### src/core/sgdpm_pkg.sv
// Purpose: shared constants and carriers of the descriptor prefetch manager
// Assumes: one 10 MHz clock, Avalon-MM register slave, 32-bit data
// Notes:   offsets are byte addresses of aligned words
package sgdpm_pkg;

    // ------------------------------------------------------------------
    // register offsets (byte addresses)
    // ------------------------------------------------------------------
    localparam logic [4:0] OFS_ADDR_LOW = 5'h00; // first descriptor, low
    localparam logic [4:0] OFS_ADDR_HIGH = 5'h04; // first descriptor, high
    localparam logic [4:0] OFS_CONTROL = 5'h08; // run level and sizes
    localparam logic [4:0] OFS_TIMEOUT = 5'h0c; // completion timeout
    localparam logic [4:0] OFS_STATUS = 5'h10; // loader state, cache level

    // ------------------------------------------------------------------
    // field positions
    // ------------------------------------------------------------------
    localparam int RUN_LSB = 0;  // run level 3..0
    localparam int CUR_LSB = 24; // current group size code 27..24
    localparam int MAX_LSB = 28; // largest group size code 31..28
    localparam int TMO_DIS_BIT = 31; // completion timeout switched off
    localparam int ST_LVL_LSB = 8;  // status: cache level 23..8
    localparam int ST_TMO_BIT = 30; // status: timeout seen, sticky
    localparam int ST_FULL_BIT = 31; // status: cache full

    // ------------------------------------------------------------------
    // run level codes and reset values
    // ------------------------------------------------------------------
    localparam logic [3:0] RUN_IDLE = 4'h0;
    localparam logic [3:0] RUN_GO = 4'h1;
    localparam logic [3:0] RUN_ABORT = 4'h2;
    localparam logic [31:0] RST_WORD = 32'h0000_0000;
    localparam logic [15:0] RST_TMO = 16'hffff; // longest wait by default

    // ------------------------------------------------------------------
    // timing: completion timeout unit and clock period
    // ------------------------------------------------------------------
    localparam int TMO_UNIT_NS = 4;
    localparam int CLK_PERIOD_NS = 100;
    localparam logic [19:0] STEP_NS = 20'(CLK_PERIOD_NS);

    // ------------------------------------------------------------------
    // group sizing: read request size code n means 128 << n bytes
    // ------------------------------------------------------------------
    localparam int MRRS_BASE_LOG2 = 7;
    localparam int DESC_BYTES_LOG2 = 4; // one descriptor is 16 bytes
    localparam logic [3:0] GROUP_CODE_MAX = 4'hf; // 32K descriptors
    localparam int DESC_W = 128;

    // loader states
    typedef enum logic [1:0] {LD_IDLE, LD_ISSUE, LD_WAIT} sgdpm_state_t;

    // grouped memory read request towards the host link
    typedef struct packed {
        logic        valid; // request pending
        logic [63:0] addr;  // host byte address of the group
        logic [3:0]  code;  // group size, 1 << code descriptors
    } sgdpm_rdreq_t;

    // one descriptor returned by the host link, in request order
    typedef struct packed {
        logic              valid; // beat present
        logic [DESC_W-1:0] data;  // descriptor contents
    } sgdpm_cpl_t;

    // descriptor handed to the acquisition engine
    typedef struct packed {
        logic              valid; // a cached descriptor is offered
        logic [DESC_W-1:0] data;  // oldest cached descriptor
    } sgdpm_desc_t;

endpackage : sgdpm_pkg

### src/core/sgdpm_top.sv
// Purpose: descriptor prefetch and cache for a scatter-gather DMA
// Assumes: host link returns a group in order, one a beat
// Notes:   one clock; registers over Avalon-MM with waitrequest
// How it works
// - each descriptor moves one contiguous chunk
// - prefetch into cache, hand out in order
// - loader independent, throttled by run level
// - loading continues whatever the acquisition state
// - full cache suspends fetches, keeps state
// - abort flushes cache and prefetch pipeline
// - first descriptor address low word
// - first descriptor address high word
// - run level idle, run, abort
// - current group size, power-of-two code
// - one large read per group
// - largest group derived from read request size
// - completion timeout in 4 ns units
// - timeout fields writable only while idle
// - bit 31 switches completion timeout off
//
// Our own choices: the Avalon-MM slave port and the placing of the registers.
module sgdpm_top #(
    parameter int CACHE_AW = 4 // cache holds 1 << CACHE_AW descriptors
) (
    // clock and reset
    input  wire logic                   ref_clk,
    input  wire logic                   sys_rst,
    // avalon-mm register slave
    input  wire logic [4:0]             avs_address,
    input  wire logic                   avs_read,
    input  wire logic                   avs_write,
    input  wire logic [31:0]            avs_writedata,
    input  wire logic [3:0]             avs_byteenable,
    output logic      [31:0]            avs_readdata,
    output logic                        avs_waitrequest,
    // link configuration from enumeration
    input  wire logic [2:0]             max_read_req_code,
    // grouped read requests and their completions
    output sgdpm_pkg::sgdpm_rdreq_t     rd_req,
    input  wire logic                   rd_req_ready,
    input  wire sgdpm_pkg::sgdpm_cpl_t  cpl,
    // descriptors towards the acquisition engine
    output sgdpm_pkg::sgdpm_desc_t      desc_out,
    input  wire logic                   desc_ready
);

    localparam int DEPTH = 1 << CACHE_AW;
    localparam int DESC_W_L = sgdpm_pkg::DESC_W;

    // ------------------------------------------------------------------
    // registers and state
    // ------------------------------------------------------------------
    logic [31:0]            first_descriptor_addr_low_r;  // software pointer
    logic [31:0]            first_descriptor_addr_high_r; // software pointer
    logic [3:0]             loader_run_level_r; // run control field
    logic [15:0]            tmo_limit_r;        // wait limit, 4 ns units
    logic                   tmo_disable_r;      // wait forever when set
    logic                   tmo_seen_r;         // sticky timeout flag
    sgdpm_pkg::sgdpm_state_t loader_state;      // loader sequencer
    logic [63:0]            fetch_addr_r;       // next group address
    logic                   reload_r;           // take first pointer on run
    logic [15:0]            beats_left_r;       // descriptors still due
    logic [19:0]            wait_ns_r;          // time since last beat
    logic                   ack_r;              // bus answer cycle
    logic [31:0]            rdata_r;            // captured read word
    logic [DESC_W_L-1:0]    cache_mem [DEPTH];  // descriptor storage
    logic [CACHE_AW-1:0]    wr_ptr_r;           // next free entry
    logic [CACHE_AW-1:0]    rd_ptr_r;           // oldest entry
    logic [CACHE_AW:0]      level_r;            // entries held

    // ------------------------------------------------------------------
    // derived group sizes
    // ------------------------------------------------------------------
    logic [3:0]  max_code;   // largest group allowed by the link
    logic [3:0]  cur_code;   // group size actually fetched
    logic [16:0] group_cnt;  // descriptors in one group
    logic [16:0] free_cnt;   // empty cache entries
    logic        full;       // cache holds DEPTH entries
    logic        empty;      // cache holds nothing

    // request bytes over descriptor bytes, as a log2
    always_comb begin
        max_code = 4'(int'(max_read_req_code) + sgdpm_pkg::MRRS_BASE_LOG2
                      - sgdpm_pkg::DESC_BYTES_LOG2);
        if (max_code > sgdpm_pkg::GROUP_CODE_MAX) begin
            max_code = sgdpm_pkg::GROUP_CODE_MAX;
        end
        // a group never exceeds what the cache can take in one go
        cur_code = (max_code > 4'(CACHE_AW)) ? 4'(CACHE_AW) : max_code;
    end

    assign group_cnt = 17'h1 << cur_code;
    assign free_cnt  = 17'(DEPTH) - 17'(level_r);
    assign full      = (level_r == (CACHE_AW + 1)'(DEPTH));
    assign empty     = (level_r == '0);

    // ------------------------------------------------------------------
    // bus decode
    // ------------------------------------------------------------------
    logic        bus_req;    // a request is on the bus
    logic        wr_take;    // write takes effect this edge
    logic [31:0] ctrl_word;  // control register as read
    logic [31:0] tmo_word;   // timeout register as read
    logic [31:0] stat_word;  // status register as read
    logic        run_wr;     // write to the control register
    logic [3:0]  run_val;    // run level written
    logic        abort_cmd;  // abort requested this edge
    logic        start_cmd;  // run requested this edge

    assign bus_req = avs_read | avs_write;
    // one wait cycle, then the answer; keeps read data a flop output
    assign avs_waitrequest = bus_req & ~ack_r;
    assign wr_take = avs_write & ack_r;
    assign avs_readdata = rdata_r;

    // merge enabled byte lanes of a write into an old word
    function automatic logic [31:0] merge(input logic [31:0] old_w,
                                          input logic [31:0] new_w,
                                          input logic [3:0]  be);
        logic [31:0] res;
        res = old_w;
        for (int b = 0; b < 4; b++) begin
            if (be[b]) begin
                res[b*8 +: 8] = new_w[b*8 +: 8];
            end
        end
        return res;
    endfunction : merge

    // readback words
    always_comb begin
        ctrl_word = '0;
        ctrl_word[sgdpm_pkg::RUN_LSB +: 4] = loader_run_level_r;
        ctrl_word[sgdpm_pkg::CUR_LSB +: 4] = cur_code;
        ctrl_word[sgdpm_pkg::MAX_LSB +: 4] = max_code;
        tmo_word = '0;
        tmo_word[15:0] = tmo_limit_r;
        tmo_word[sgdpm_pkg::TMO_DIS_BIT] = tmo_disable_r;
        stat_word = '0;
        stat_word[1:0] = loader_state;
        stat_word[sgdpm_pkg::ST_LVL_LSB +: CACHE_AW + 1] = level_r;
        stat_word[sgdpm_pkg::ST_TMO_BIT] = tmo_seen_r;
        stat_word[sgdpm_pkg::ST_FULL_BIT] = full;
    end

    // run level writes; byte 0 holds the whole field
    always_comb begin
        run_wr    = wr_take && (avs_address == sgdpm_pkg::OFS_CONTROL)
                    && avs_byteenable[0];
        run_val   = avs_writedata[sgdpm_pkg::RUN_LSB +: 4];
        abort_cmd = run_wr && (run_val == sgdpm_pkg::RUN_ABORT);
        start_cmd = run_wr && (run_val == sgdpm_pkg::RUN_GO);
    end

    // ------------------------------------------------------------------
    // bus answer and read capture
    // ------------------------------------------------------------------
    always_ff @(posedge ref_clk) begin
        if (sys_rst) begin
            ack_r   <= 1'b0;
            rdata_r <= sgdpm_pkg::RST_WORD;
        end else begin
            ack_r <= bus_req & ~ack_r;
            if (avs_read && !ack_r) begin
                case (avs_address)
                    sgdpm_pkg::OFS_ADDR_LOW:  rdata_r <= first_descriptor_addr_low_r;
                    sgdpm_pkg::OFS_ADDR_HIGH: rdata_r <= first_descriptor_addr_high_r;
                    sgdpm_pkg::OFS_CONTROL:   rdata_r <= ctrl_word;
                    sgdpm_pkg::OFS_TIMEOUT:   rdata_r <= tmo_word;
                    sgdpm_pkg::OFS_STATUS:    rdata_r <= stat_word;
                    default:                  rdata_r <= '0; // unmapped
                endcase
            end
        end
    end

    // ------------------------------------------------------------------
    // first descriptor pointer
    // ------------------------------------------------------------------
    always_ff @(posedge ref_clk) begin
        if (sys_rst) begin
            first_descriptor_addr_low_r  <= sgdpm_pkg::RST_WORD;
            first_descriptor_addr_high_r <= sgdpm_pkg::RST_WORD;
        end else if (wr_take) begin
            if (avs_address == sgdpm_pkg::OFS_ADDR_LOW) begin
                first_descriptor_addr_low_r <= merge(
                    first_descriptor_addr_low_r, avs_writedata,
                    avs_byteenable);
            end
            if (avs_address == sgdpm_pkg::OFS_ADDR_HIGH) begin
                first_descriptor_addr_high_r <= merge(
                    first_descriptor_addr_high_r, avs_writedata,
                    avs_byteenable);
            end
        end
    end

    // ------------------------------------------------------------------
    // run level: abort falls back to idle once taken
    // ------------------------------------------------------------------
    always_ff @(posedge ref_clk) begin
        if (sys_rst) begin
            loader_run_level_r <= sgdpm_pkg::RUN_IDLE;
        end else if (run_wr) begin
            case (run_val)
                sgdpm_pkg::RUN_IDLE:  loader_run_level_r <= run_val;
                sgdpm_pkg::RUN_GO:    loader_run_level_r <= run_val;
                sgdpm_pkg::RUN_ABORT: loader_run_level_r <= run_val;
                default: ; // reserved codes change nothing
            endcase
        end else if (loader_run_level_r == sgdpm_pkg::RUN_ABORT) begin
            loader_run_level_r <= sgdpm_pkg::RUN_IDLE;
        end
    end

    // ------------------------------------------------------------------
    // timeout register, locked unless the loader is idle
    // ------------------------------------------------------------------
    always_ff @(posedge ref_clk) begin
        if (sys_rst) begin
            tmo_limit_r   <= sgdpm_pkg::RST_TMO;
            tmo_disable_r <= 1'b0;
        end else if (wr_take && avs_address == sgdpm_pkg::OFS_TIMEOUT
                     && loader_state == sgdpm_pkg::LD_IDLE) begin
            if (avs_byteenable[0]) begin
                tmo_limit_r[7:0] <= avs_writedata[7:0];
            end
            if (avs_byteenable[1]) begin
                tmo_limit_r[15:8] <= avs_writedata[15:8];
            end
            if (avs_byteenable[3]) begin
                tmo_disable_r <= avs_writedata[sgdpm_pkg::TMO_DIS_BIT];
            end
        end
    end

    // ------------------------------------------------------------------
    // loader sequencer
    // ------------------------------------------------------------------
    logic [19:0] limit_ns;  // wait limit in nanoseconds
    logic        tmo_hit;   // completion took too long
    logic        beat;      // a descriptor arrives

    assign limit_ns = 20'(tmo_limit_r) * 20'(sgdpm_pkg::TMO_UNIT_NS);
    // longest wait rounds down: fire once the next step would pass it
    assign tmo_hit  = !tmo_disable_r && !beat
                      && (wait_ns_r + sgdpm_pkg::STEP_NS > limit_ns);
    assign beat     = cpl.valid && (loader_state == sgdpm_pkg::LD_WAIT);

    always_ff @(posedge ref_clk) begin
        if (sys_rst) begin
            loader_state <= sgdpm_pkg::LD_IDLE;
            fetch_addr_r <= '0;
            reload_r     <= 1'b1;
            beats_left_r <= '0;
            wait_ns_r    <= '0;
        end else if (abort_cmd) begin
            // pipeline dropped; next run restarts at the first pointer
            loader_state <= sgdpm_pkg::LD_IDLE;
            reload_r     <= 1'b1;
            beats_left_r <= '0;
        end else begin
            case (loader_state)
                sgdpm_pkg::LD_IDLE: begin
                    // keeps loading whatever the consumer is doing
                    if (loader_run_level_r == sgdpm_pkg::RUN_GO) begin
                        if (reload_r) begin
                            fetch_addr_r <= {first_descriptor_addr_high_r,
                                             first_descriptor_addr_low_r};
                            reload_r <= 1'b0;
                        end
                        loader_state <= sgdpm_pkg::LD_ISSUE;
                    end
                end
                sgdpm_pkg::LD_ISSUE: begin
                    if (loader_run_level_r != sgdpm_pkg::RUN_GO) begin
                        loader_state <= sgdpm_pkg::LD_IDLE;
                    end else if (rd_req_ready && free_cnt >= group_cnt) begin
                        // whole group in one request
                        beats_left_r <= 16'(group_cnt);
                        wait_ns_r    <= '0;
                        loader_state <= sgdpm_pkg::LD_WAIT;
                    end
                    // too little room: wait here, address kept
                end
                sgdpm_pkg::LD_WAIT: begin
                    if (beat) begin
                        wait_ns_r <= '0;
                        beats_left_r <= beats_left_r - 16'h1;
                        if (beats_left_r == 16'h1) begin
                            fetch_addr_r <= fetch_addr_r + 64'(
                                {group_cnt, 4'h0});
                            loader_state <= sgdpm_pkg::LD_ISSUE;
                        end
                    end else if (tmo_hit) begin
                        // give up on the group; restarts at the first pointer while run level stays run
                        loader_state <= sgdpm_pkg::LD_IDLE;
                        reload_r     <= 1'b1;
                    end else begin
                        wait_ns_r <= wait_ns_r + sgdpm_pkg::STEP_NS;
                    end
                end
                default: loader_state <= sgdpm_pkg::LD_IDLE;
            endcase
        end
    end

    // sticky timeout flag; a new run clears it unless a hit lands too
    always_ff @(posedge ref_clk) begin
        if (sys_rst) begin
            tmo_seen_r <= 1'b0;
        end else if (loader_state == sgdpm_pkg::LD_WAIT && tmo_hit
                     && !abort_cmd) begin
            tmo_seen_r <= 1'b1; // set wins over clear
        end else if (start_cmd) begin
            tmo_seen_r <= 1'b0;
        end
    end

    // request drives straight from the sequencer state
    always_comb begin
        rd_req.valid = (loader_state == sgdpm_pkg::LD_ISSUE)
                       && (loader_run_level_r == sgdpm_pkg::RUN_GO)
                       && (free_cnt >= group_cnt);
        rd_req.addr  = fetch_addr_r;
        rd_req.code  = cur_code;
    end

    // ------------------------------------------------------------------
    // descriptor cache, in order
    // ------------------------------------------------------------------
    logic push; // descriptor written into cache
    logic pop;  // descriptor taken by acquisition

    assign push = beat && !abort_cmd;
    // nothing offered while empty; the consumer simply waits
    assign pop  = desc_ready && !empty && !abort_cmd;

    for (genvar i = 0; i < DEPTH; i++) begin : g_entry
        always_ff @(posedge ref_clk) begin
            if (push && wr_ptr_r == CACHE_AW'(i)) begin
                cache_mem[i] <= cpl.data;
            end
        end
    end

    // pointers and level; abort empties everything at once
    always_ff @(posedge ref_clk) begin
        if (sys_rst || abort_cmd) begin
            wr_ptr_r <= '0;
            rd_ptr_r <= '0;
            level_r  <= '0;
        end else begin
            if (push) begin
                wr_ptr_r <= wr_ptr_r + 1'b1;
            end
            if (pop) begin
                rd_ptr_r <= rd_ptr_r + 1'b1;
            end
            level_r <= level_r + (CACHE_AW + 1)'(push)
                               - (CACHE_AW + 1)'(pop);
        end
    end

    // oldest entry shown; storage is flops, data muxed out by rd_ptr_r
    always_comb begin
        desc_out.valid = !empty;
        desc_out.data  = cache_mem[rd_ptr_r];
    end

endmodule : sgdpm_top

### config.mk
export PLATFORM = sky130hd
export DESIGN_NAME = sgdpm_top
export DESIGN_NICKNAME = d
export VERILOG_FILES = /design/src/core/sgdpm_pkg.sv /design/src/core/sgdpm_top.sv
export SDC_FILE = /design/constraint.sdc
export NUM_CORES = 2
export LEC_CHECK = 0
export BUFFER_PORTS_ARGS = -buffer_cell sky130_fd_sc_hd__buf_2
export CAP_MARGIN = 10
export CORE_ASPECT_RATIO = 1.25
export CORE_UTILIZATION = 45
export CTS_BUF_LIST = sky130_fd_sc_hd__clkbuf_8
export DETAILED_ROUTE_END_ITERATION = 7
export RECOVER_POWER = 50
export SLEW_MARGIN = 5
export SYNTH_ARGS = -nofsm -noshare
export SYNTH_HDL_FRONTEND = slang
export SYNTH_SLANG_ARGS = --single-unit
### constraint.sdc
create_clock -name ref_clk -period 17.8 [get_ports ref_clk]
set_clock_uncertainty 0.15 [all_clocks]
set_input_delay 2.67 -clock ref_clk [delete_from_list [all_inputs] [get_ports ref_clk]]
set_output_delay 2.67 -clock ref_clk [all_outputs]
set_load 0.1 [all_outputs]
==> key figures <==
Status
  • Outcome: complete, but fails checks
  • Violated checks: DRC, capacitance limit, slew limit

Setup path
  • Worst path bufs/invs: 4
  • Top delay family on crit path: buffers and inverters
  • CP Cell Sequence: clkbuf_1, nand2b_1, nor3_1, a41oi_1, clkbuf_1, nand2_1, nor2_4, clkbuf_1, buf_4
  • Crit path required time: 18310 ps
  • Crit. End Element: flip-flop
  • Cells on worst reg2reg path: 8
  • Crit Path Category: primary input to flip-flop
  • Reg2reg start: ack_r
  • CP max stage cell: clkbuf_1
  • Top cell by count, worst path: clkbuf_1
  • Crit-path max cell delay: 5980 ps
  • Crit Reg-Reg Endpoint: cache_mem[12][46]
  • Setup slack, reg-to-reg: 7560 ps
  • Startpoint types: primary input
  • Worst Path Arrival: 13280 ps
  • Crit path max fanout: 86

Die
  • Die Ht: roughly 500 µm
  • IO Pins: 410
  • Initial core utilization: 45.24%
  • Core area: 198700 µm²
  • Die Footprint: roughly 200000 µm²
  • FP Rows: 183
  • Width of the chip: around 400 µm

Yosys
  • Post-synthesis sequential area ratio: 73.68%
  • Async SR Flop Fraction: 0%
  • Synth warn: 0
  • Cells after synthesis: 4572
  • Main synth FF type: edfxtp_1
  • EDFF count, synth: 2048
  • Post-Syn Area per Cell: approximately 20 µm²
  • Synth cell types: 74
  • Synthesized flop and latch total: 2285
  • Area of the mapped netlist: 89910 µm²

Worst hold path
  • Worst hold path endpoint: fetch_addr_r[1]
  • Hold crit path type: flip-flop to flip-flop
  • Hold wc startpoint: fetch_addr_r[1]
  • Hold path cells: 2

Routing
  • Final ANT Viol Nets: 0
  • Vias: roughly 47k
  • WL met2: 106500 µm
  • Via density: 5.838
  • Post-route met1 wirelength: 93100 µm
  • Drt wl/cell: 27.68 µm
  • Routed wire length: 223100 µm
  • Pre-antenna DRT Iters: 8
  • Highest metal used: met5
  • Starting DRC count in detailed routing: 4100
  • Met3 WL: 17580 µm
  • DRC errors left: 4

Cells and area
  • Filler instances: 16.18k
  • Layout cell share with drive strength beyond 1: 25.27%
  • Leading cell type in the layout, fill and taps excluded: edfxtp_1
  • Final net count: ~5.4k
  • Most frequent cells in the layout: edfxtp_1, mux4_2, clkbuf_8, nor2_1, dfxtp_1
  • Synth-to-layout area growth: 12.79%
  • Sequential Area: ~66000 µm²
  • Final Instance Area: 101400 µm²
  • Final core utilization: 51.02%
  • Multi-input logic area: approximately 23000 µm²

Power and ir drop
  • Pleak: 32.30 nW
  • Total Power Consumption: 12.73 mW
  • Clock power share: 32.2%
  • P per Cell Area: 125.5 nW/µm²
  • Switching part of the total: 29.69%
  • Sequential share of power: 46.3%
  • Psw: 3.779 mW
  • Power Internal: 8.947 mW
  • Combinational share of power: roughly a fifth
  • Maximum VDD drop: 0.0001167 V

Placed design
  • Hpwl dp: 116500 µm
  • Port Buffer Count: 408
  • GPL Wtd Cong: 0.8933
  • Placed inst area: 95180 µm²

GRT
  • Vias in the first global route: approximately 48k
  • Total grt overflow: 0
  • Initial antenna violation count: 42
  • Wire length of the first global-routing pass: ~320000 µm
  • GRT Util Overall: 22.03%
  • Pin count of the biggest net entering global routing: 148

STA
  • Final Hold Violating Endpoints: 0
  • Fin crit share: 71.75%
  • Max-slew violation count: approximately 420
  • Post-route minimum period: around 13000 ps
  • Setup TNS Final: 0 ps
  • RSZ-0062 raised after global routing: false
  • Max-slew headroom: -476.7%
  • Fmax: 78.30 MHz
  • Slew @ Worst Pin: a little under 9000 ps
  • WHS: 309.9 ps
  • # setup viols final: 0

Clock tree
  • Num Clock Sinks: about 2.3k
  • Clock Tree Buf Depth: 4
  • Clock Pin Slew Worst Setup and Hold Paths: 70 ps
  • CTS tree: yes
  • CTS H-tree lvls: 5
  • Resized cells post-CTS: 0
  • Root buffer cell: clkbuf_8
  • Clk_lat worst skew: 1050 ps
  • Setup bufs post-CTS: 0
  • Hold_buf cts: 0
  • Total CTS buffers: 372

Job
  • Max-Cap Viols: 10
## synth_stat cells, drive strengths merged (22+ instances only)
cell    instances  share of area (%)
a211oi         36               0.30
a21oi         142               0.79
a22oi          42               0.35
a311oi         24               0.23
a31oi          22               0.15
and3           27               0.19
buf            83               0.38
clkbuf        172               0.72
dfxtp         237                5.3
edfxtp       2048                 68
ha             70               0.97
inv            67               0.28
mux2i          96                1.1
mux4          622                 16
nand2         177               0.74
nand3          35               0.21
nand4          36               0.26
nor2          247                1.0
nor2b          32               0.22
nor3           38               0.23
o21ai          60               0.35
xnor2          23               0.22
xor2           23               0.22
## worst register-to-register path, delay by kind of cell, from the launching register on
| family | cells | cell delay [ps] |
|---|---|---|
| buffers and inverters | 3 | 8080 |
| and+or+nand+nor | 4 | 870 |
| DFF | 1 | 430 |
| AOI/OAI and AO/OA | 1 | 260 |
## power groups by stage
stage	registers (mW)	logic (mW)	clock network [mW]
after floorplan	5.97	2.23	0
after global placement	6.01	2.78	0
after detailed placement	6.01	2.78	0
after CTS	5.90	2.78	4.21
after global routing	5.90	2.89	4.43
final	5.90	2.73	4.10
## cell families after synthesis
logic type      after synthesis  share of synthesized area (%)
buf+inv                     322                          1.376
other cells                   2                       0.008353
compound gates              414                          2.959
simple gates                707                          3.787
flops                      2285                          73.68
fa+ha+maj                    72                          1.019
mux                         724                          16.72
xor+xnor                     46                         0.4481
## state kept, by name (all words and copies together) (netlist names), 5 cells and up, named ones only
name                          flops
tmo_limit_r                      16
level_r                           5
first_descriptor_addr_high_r     32
cache_mem                      2048
avs_readdata                     32
fetch_addr_r                     64
beats_left_r                     16
wait_ns_r                        18
first_descriptor_addr_low_r      32
## layer usage
| layer | up-vias | global-route usage, % |
|---|---|---|
| met4 | 46 | 6.784 |
| met2 | 1726 | 35.19 |
| met5 | - | 0 |
| met1 | 24870 | 29.57 |
| met3 | 388 | 5.948 |
| li1 | 20030 | - |
## per-stage QoR
| stage | worst slack (ps) | cells |
|---|---|---|
| after CTS | 8466 | 8054 |
| after global placement | 8871 | 7408 |
| after floorplan | 4258 | 4588 |
| after detailed placement | 8885 | 7408 |
| final | 5028 | 8062 |
| after global routing | 4942 | 8057 |
## layout make-up
cell class	count	share of cell area [%]
Antenna cell	8	0.01974
Clock buffer	383	5.198
Clock inverter	263	1.254
Sequential cell	2285	65.34
Inverter	67	0.2480
Timing Repair Buffer	485	2.476
Tap cell	2590	3.196
Multi-Input combinational cell	1981	22.27
## how the worst max path moves through the flow
stage                              to            startpoint  slack, ps  depth (start not counted)
floorplan             cache_mem[3][0]        avs_address[2]       4260                          7
CTS                      desc_out[23]             flip-flop       8470                          6
global route        cache_mem[12][51]        avs_address[2]       4940                          9
detailed placement         rd_req[68]  max_read_req_code[0]       8890                         16
global placement           rd_req[68]  max_read_req_code[0]       8870                         16
finish              cache_mem[12][46]        avs_address[2]       5030                          9
(Power assumes the default switching activity.)
